`src/inc/sic_pkg.sv`:
```
// Constants for the status lamp controller of a six-channel RTD input module.
// Assumes a single 250 MHz system clock and status levels from the module core.
// Notes on behaviour
// - Green flashes 4 Hz awaiting initialization data
// - Green steady once initialization succeeds
// - Bad init data: no link, green flashes
// - Link lost flashes green, restored goes steady
// - Yellow off in running mode
// - Calibration idle: yellow flashes at 4 Hz
// - Calibration run: yellow steadily lit
// - Run finished: yellow returns to flashing
// - No link in calibration mode: yellow off
package sic_pkg;
    localparam int unsigned CLK_HZ        = 250_000_000;
    localparam int unsigned FLASH_PER_SEC = 4;
    // One full on/off flash period is a quarter second; each phase is half of that.
    localparam int unsigned HALF_PERIOD_CYC = CLK_HZ / (FLASH_PER_SEC * 2);
    localparam int unsigned CNT_W           = 25;

    typedef enum logic [2:0] {
        SIC_WAIT_INIT = 3'h1,
        SIC_LINK_UP   = 3'h2,
        SIC_LINK_DOWN = 3'h4
    } sic_state_t;
endpackage

```
`src/design/sic_status_lamps.sv`:
```
// Status lamp controller: green run lamp and yellow calibration lamp.
// Assumes all status inputs are synchronous levels from the module core logic.
`timescale 1ns/100ps

// Flash phase generator shared by both lamps.
// The next phase is handed out so that a lamp register shows a new phase at the edge that makes it.
module sic_flash_div #(
    parameter int unsigned HALF_PERIOD_CYC = sic_pkg::HALF_PERIOD_CYC,
    parameter int unsigned CNT_W           = sic_pkg::CNT_W
) (
    // Clock and reset
    input  wire logic clk_sys_in,
    input  wire logic rst_n_in,
    // Flash phase
    output logic      phase_nxt_out
);
    logic [CNT_W-1:0] div_cnt_r;
    logic [CNT_W-1:0] div_cnt_nxt;
    logic             phase_r;
    logic             phase_nxt;

    // The counter wraps after HALF_PERIOD_CYC cycles, so the on and off phases are equally long.
    always_comb begin
        div_cnt_nxt = div_cnt_r + 1'h1;
        phase_nxt   = phase_r;
        if (div_cnt_r >= CNT_W'(HALF_PERIOD_CYC - 1)) begin
            div_cnt_nxt = '0;
            phase_nxt   = ~phase_r;
        end
    end

    always_ff @(posedge clk_sys_in or negedge rst_n_in) begin
        if (!rst_n_in) begin
            div_cnt_r <= '0;
            phase_r   <= 1'h1;
        end else begin
            div_cnt_r <= div_cnt_nxt;
            phase_r   <= phase_nxt;
        end
    end

    assign phase_nxt_out = phase_nxt;
endmodule

// Link state tracker: waiting for initialization, link up, link lost.
// Once the link has been up, a loss never sends it back to waiting for initialization.
module sic_link_fsm (
    // Clock and reset
    input  wire logic           clk_sys_in,
    input  wire logic           rst_n_in,
    // Controller status
    input  wire logic           init_done_in,
    input  wire logic           init_error_in,
    input  wire logic           link_ok_in,
    // Link state
    output sic_pkg::sic_state_t state_out
);
    sic_pkg::sic_state_t state_r;
    sic_pkg::sic_state_t state_nxt;

    always_comb begin
        state_nxt = state_r;
        case (state_r)
            sic_pkg::SIC_WAIT_INIT: begin
                // Faulty initialization data never brings the link up.
                if (init_done_in && !init_error_in && link_ok_in) begin
                    state_nxt = sic_pkg::SIC_LINK_UP;
                end
            end
            sic_pkg::SIC_LINK_UP: begin
                if (!link_ok_in) begin
                    state_nxt = sic_pkg::SIC_LINK_DOWN;
                end
            end
            sic_pkg::SIC_LINK_DOWN: begin
                if (link_ok_in) begin
                    state_nxt = sic_pkg::SIC_LINK_UP;
                end
            end
            default: begin
                state_nxt = sic_pkg::SIC_WAIT_INIT;
            end
        endcase
    end

    always_ff @(posedge clk_sys_in or negedge rst_n_in) begin
        if (!rst_n_in) begin
            state_r <= sic_pkg::SIC_WAIT_INIT;
        end else begin
            state_r <= state_nxt;
        end
    end

    assign state_out = state_r;
endmodule

// One lamp driver; both lamps use the same one, fed by the shared flash phase.
module sic_lamp_drv (
    // Clock and reset
    input  wire logic clk_sys_in,
    input  wire logic rst_n_in,
    // Lamp request
    input  wire logic steady_in,
    input  wire logic flash_in,
    input  wire logic phase_nxt_in,
    // Lamp
    output logic      lamp_out
);
    logic lamp_r;
    logic lamp_nxt;

    // Steady wins over flashing; with neither request the lamp stays dark.
    always_comb begin
        if (steady_in) begin
            lamp_nxt = 1'h1;
        end else if (flash_in) begin
            lamp_nxt = phase_nxt_in;
        end else begin
            lamp_nxt = 1'h0;
        end
    end

    always_ff @(posedge clk_sys_in or negedge rst_n_in) begin
        if (!rst_n_in) begin
            lamp_r <= 1'h0;
        end else begin
            lamp_r <= lamp_nxt;
        end
    end

    assign lamp_out = lamp_r;
endmodule

module sic_status_lamps #(
    parameter int unsigned HALF_PERIOD_CYC = sic_pkg::HALF_PERIOD_CYC
) (
    // Clock and reset
    input  wire logic clk_sys_in,
    input  wire logic rst_n_in,
    // Module status
    input  wire logic init_done_in,
    input  wire logic init_error_in,
    input  wire logic link_ok_in,
    input  wire logic cal_mode_in,
    input  wire logic cal_running_in,
    // Lamps
    output logic      run_lamp_out,
    output logic      cal_lamp_out
);
    sic_pkg::sic_state_t state_w;
    logic                phase_nxt_w;
    logic                run_steady_w;
    logic                run_flash_w;
    logic                cal_steady_w;
    logic                cal_flash_w;

    // One divider drives both lamps so their flashing stays in phase.
    sic_flash_div #(
        .HALF_PERIOD_CYC (HALF_PERIOD_CYC),
        .CNT_W           (sic_pkg::CNT_W)
    ) sic_flash_div_i (
        .clk_sys_in      (clk_sys_in),
        .rst_n_in        (rst_n_in),
        .phase_nxt_out   (phase_nxt_w)
    );

    sic_link_fsm sic_link_fsm_i (
        .clk_sys_in      (clk_sys_in),
        .rst_n_in        (rst_n_in),
        .init_done_in    (init_done_in),
        .init_error_in   (init_error_in),
        .link_ok_in      (link_ok_in),
        .state_out       (state_w)
    );

    // Lamp requests follow the registered link state, so a lamp lags its state by one edge.
    always_comb begin
        run_steady_w = 1'h0;
        run_flash_w  = 1'h0;
        cal_steady_w = 1'h0;
        cal_flash_w  = 1'h0;
        if (state_w == sic_pkg::SIC_LINK_UP) begin
            run_steady_w = 1'h1;
        end else begin
            run_flash_w  = 1'h1;
        end
        if (!cal_mode_in) begin
            cal_flash_w  = 1'h0;
        end else if (state_w != sic_pkg::SIC_LINK_UP) begin
            cal_flash_w  = 1'h0;
        end else if (cal_running_in) begin
            cal_steady_w = 1'h1;
        end else begin
            // Idle before a run and after one ends look the same.
            cal_flash_w  = 1'h1;
        end
    end

    sic_lamp_drv sic_lamp_drv_run_i (
        .clk_sys_in      (clk_sys_in),
        .rst_n_in        (rst_n_in),
        .steady_in       (run_steady_w),
        .flash_in        (run_flash_w),
        .phase_nxt_in    (phase_nxt_w),
        .lamp_out        (run_lamp_out)
    );

    sic_lamp_drv sic_lamp_drv_cal_i (
        .clk_sys_in      (clk_sys_in),
        .rst_n_in        (rst_n_in),
        .steady_in       (cal_steady_w),
        .flash_in        (cal_flash_w),
        .phase_nxt_in    (phase_nxt_w),
        .lamp_out        (cal_lamp_out)
    );
endmodule

```
`config.mk`:
```
export PLATFORM = sky130hd
export DESIGN_NAME = sic_status_lamps
export DESIGN_NICKNAME = d
export VERILOG_FILES = /design/src/inc/sic_pkg.sv /design/src/design/sic_status_lamps.sv
export SDC_FILE = /design/constraint.sdc
export NUM_CORES = 1
export LEC_CHECK = 0
export BUFFER_PORTS_ARGS = -buffer_cell sky130_fd_sc_hd__buf_4
export CAP_MARGIN = 20
export CORE_ASPECT_RATIO = 0.5
export CORE_MARGIN = 2
export CORE_UTILIZATION = 50
export CTS_CLUSTER_DIAMETER = 200
export DETAILED_ROUTE_END_ITERATION = 10
export PLACE_DENSITY = 0.71
export RECOVER_POWER = 50
export REMOVE_ABC_BUFFERS = 1
export SYNTH_ARGS = -nofsm -noshare
export SYNTH_HDL_FRONTEND = slang
export SYNTH_SLANG_ARGS = --single-unit
```
`constraint.sdc`:
```
create_clock -name clk_sys_in -period 2.3 [get_ports clk_sys_in]
set_clock_uncertainty 0.2 [all_clocks]
set_input_delay 0 -clock clk_sys_in [delete_from_list [all_inputs] [get_ports clk_sys_in]]
set_output_delay 0 -clock clk_sys_in [all_outputs]
set_load 0.05 [all_outputs]
```
==> flow_metrics.env <==
export IMPL_total_power_mw=1.02
export IMPL_final_nets=183
export IMPL_path_buf_inv=4
export IMPL_crit_family="buffers and inverters"
export IMPL_wl_per_cell_um=13.9
export IMPL_postSynthCellCount=151
export IMPL_antenna_found_initial=0
export IMPL_critPathKind="input port to asynchronous set/reset pin"
export IMPL_synth_edf_count=0
export IMPL_async_reset_ff_frac=1.00
export IMPL_synth_warnings=0
export IMPL_post_dp_cell_area_um2=1670
export IMPL_clockBufferDepth=2
export IMPL_required_ps=2490
export IMPL_cts_setup_buffers=0
export IMPL_grt_pass1_wl_um=5250
export IMPL_cp_cell_sequence="dlygate4sd3_1, dlygate4sd3_1, buf_4, dlygate4sd3_1"
export IMPL_rsz0062_at_grt="no"
export IMPL_vias=1162
export IMPL_num_rows=14
export IMPL_drc=0
export IMPL_first_iter_violations=94
export IMPL_maxSlewHeadroom=0.601
export IMPL_period_share=0.914
export IMPL_grt_pass1_vias=1158
export IMPL_yosys_top_cells_area="dfrtp_1 46%, xor2_1 8.3%, nor2_1 7.4%, xnor2_1 5.0%, dfstp_2 3.3%"
export IMPL_crit_fanout=21
export IMPL_layout_drive_gt1_share=0.136
export IMPL_avgSynthCellArea_um2=10.4
export IMPL_slowest_delay_ps=940
export IMPL_synth_cell_types=39
export IMPL_htree_num_levels=2
export IMPL_stdcell_area_um2=1860
export IMPL_r2r_start="sic_flash_div_i.div_cnt_r[0]$_DFF_PN0_"
export IMPL_start_kind="input port"
export IMPL_syn2layout_area_growth_pct=18.0
export IMPL_ys_seq_area_frac=0.494
export IMPL_cp_slowest_cell="dlygate4sd3_1"
export IMPL_avgViaCountPerCell=5.38
export IMPL_place_gp_congestion=0.776
export IMPL_hpwl_um=1970
export IMPL_min_period_ps=2100
export IMPL_yosysTopAreaCell="dfrtp_1"
export IMPL_routed_wl_um=2990
export IMPL_slew_violations=0
export IMPL_path_clk_slew_ps=60
export IMPL_vdd_drop_max_uv=354
export IMPL_hold_viol=0
export IMPL_fmax_ghz=0.476
export IMPL_clock_latency_ps=290
export IMPL_synth_top_area_frac=0.461
export IMPL_tritoncts_num_buffers=5
export IMPL_power_density_nw_per_um2=551
export IMPL_cts_root_buf="clkbuf_8"
export IMPL_port_buffer_count=8
export IMPL_gr_total_overflow=0
export IMPL_final_common_cell="nor2_1"
export IMPL_finalSetupViolCount=0
export IMPL_cts_sinks=31
export IMPL_final_antenna_net_count=0
export IMPL_cp_common_cell="dlygate4sd3_1"
export IMPL_netlist_area_um2=1580
export IMPL_synth_seq_cells=31
export IMPL_arrival_ps=2290
export IMPL_layout_common_cells="31 x nor2_1, 29 x dfrtp_1, 15 x xor2_1, 10 x dlygate4sd3_1"
export IMPL_die_y_um=43.7
export IMPL_coreArea_um2=3000
export IMPL_min_from="link_ok_in"
export IMPL_drv_cap=0
export IMPL_tightest_slew_ps=602
export IMPL_ctsHoldBuffers=10
export IMPL_tns_ps=0
export IMPL_start_util=0.526
export IMPL_pin_count=9
export IMPL_die_area_um2=3640
export IMPL_cp_end_kind="asynchronous set/reset pin"
export IMPL_diodes=0
export IMPL_firstDrtPassIters=4
export IMPL_ys_flop_type="dfrtp_1"
export IMPL_power_leakage_nw=0.884
export IMPL_status="completed"
export IMPL_cts_resized=0
export IMPL_die_w_um=83.4
export IMPL_grt_use_total=0.192
export IMPL_grt_max_degree=22
export IMPL_cts_tree="built"
export IMPL_crit_start="rst_n_in"
export IMPL_hold_path_class="input port to register"
## tightest hold or removal path: cells and delay by family
kind | cells | cell delay (ps)
buffers and inverters | 2 | 630
and+or+nand+nor | 1 | 40
## routing by layer
metal / track usage / share of wire
met5: 0 / 0
met4: 0.0885 / 0.018
met3: 0.0571 / 0.041
met2: 0.306 / 0.48
met1: 0.248 / 0.46
## worst paths after layout
kind,to,slack (ps),cells past startpoint
setup / recovery,sic_flash_div_i.div_cnt_r[16]$_DFF_PN0_,200,4
hold / removal,sic_link_fsm_i.state_out[2]$_DFFE_PN0P_,230,3
setup reg to reg,sic_flash_div_i.div_cnt_r[22]$_DFF_PN0_,210,7
hold reg to reg,sic_flash_div_i.div_cnt_r[0]$_DFF_PN0_,320,1
max in group clk_sys_in,sic_flash_div_i.div_cnt_r[22]$_DFF_PN0_,210,7
min in group asynchronous,sic_flash_div_i.div_cnt_r[14]$_DFF_PN0_,480,3
## sequential cells by signal, summed over array words and instances (netlist names)
signal,count
sic_link_fsm_i.state_out,3
sic_flash_div_i.div_cnt_r,25
sic_lamp_drv_cal_i.lamp_out,1
sic_lamp_drv_run_i.lamp_out,1
sic_flash_div_i.phase_r,1
## synth_stat cells, drive strengths merged (2+ instances only)
master,instances
buf,2
xor2,15
nor3,5
xnor2,9
dfstp,2
dfrtp,29
and3,6
nor4b,2
nor4,3
nor2b,2
nand3,10
nand2,9
nand4,5
a21oi,3
nor2,31
## cell type report
| cell class | instances | area (µm²) |
|---|---|---|
| multi-input combinational | 116 | 767 |
| inverter | 1 | 3.75 |
| tap | 40 | 50.0 |
| timing repair buffer | 20 | 168 |
| fill | 243 | 1140 |
| sequential | 31 | 778 |
| clock inverter | 1 | 5.00 |
| clock buffer | 7 | 86.3 |
## power breakdown
group	switching [mW]	internal (mW)
combinational	0.0185	0.0209
sequential	0.00177	0.548
clock	0.195	0.241
## logic make-up (layout without fill, tap and decap cells)
kind of cell    count (synthesis)  after routing  share of synthesized area
simple gates                   80             80                      0.284
flops                          31             31                      0.494
xor+xnor                       24             24                      0.133
compound gates                 10             10                     0.0556
buf+inv                         4             29                     0.0191
fa+ha+maj                       1              1                    0.00794
mux                             1              1                    0.00635
## per-stage QoR
step                hold WS [ps]   util  worst slack, ps  cells
global placement            -251  0.559              265    198
floorplan                   -496      -              268    148
global route                 248  0.620             15.9    216
CTS                          227  0.623              139    216
finish                       230  0.620              199    216
detailed placement          -243  0.559              202    198
(Power assumes the default switching activity.)
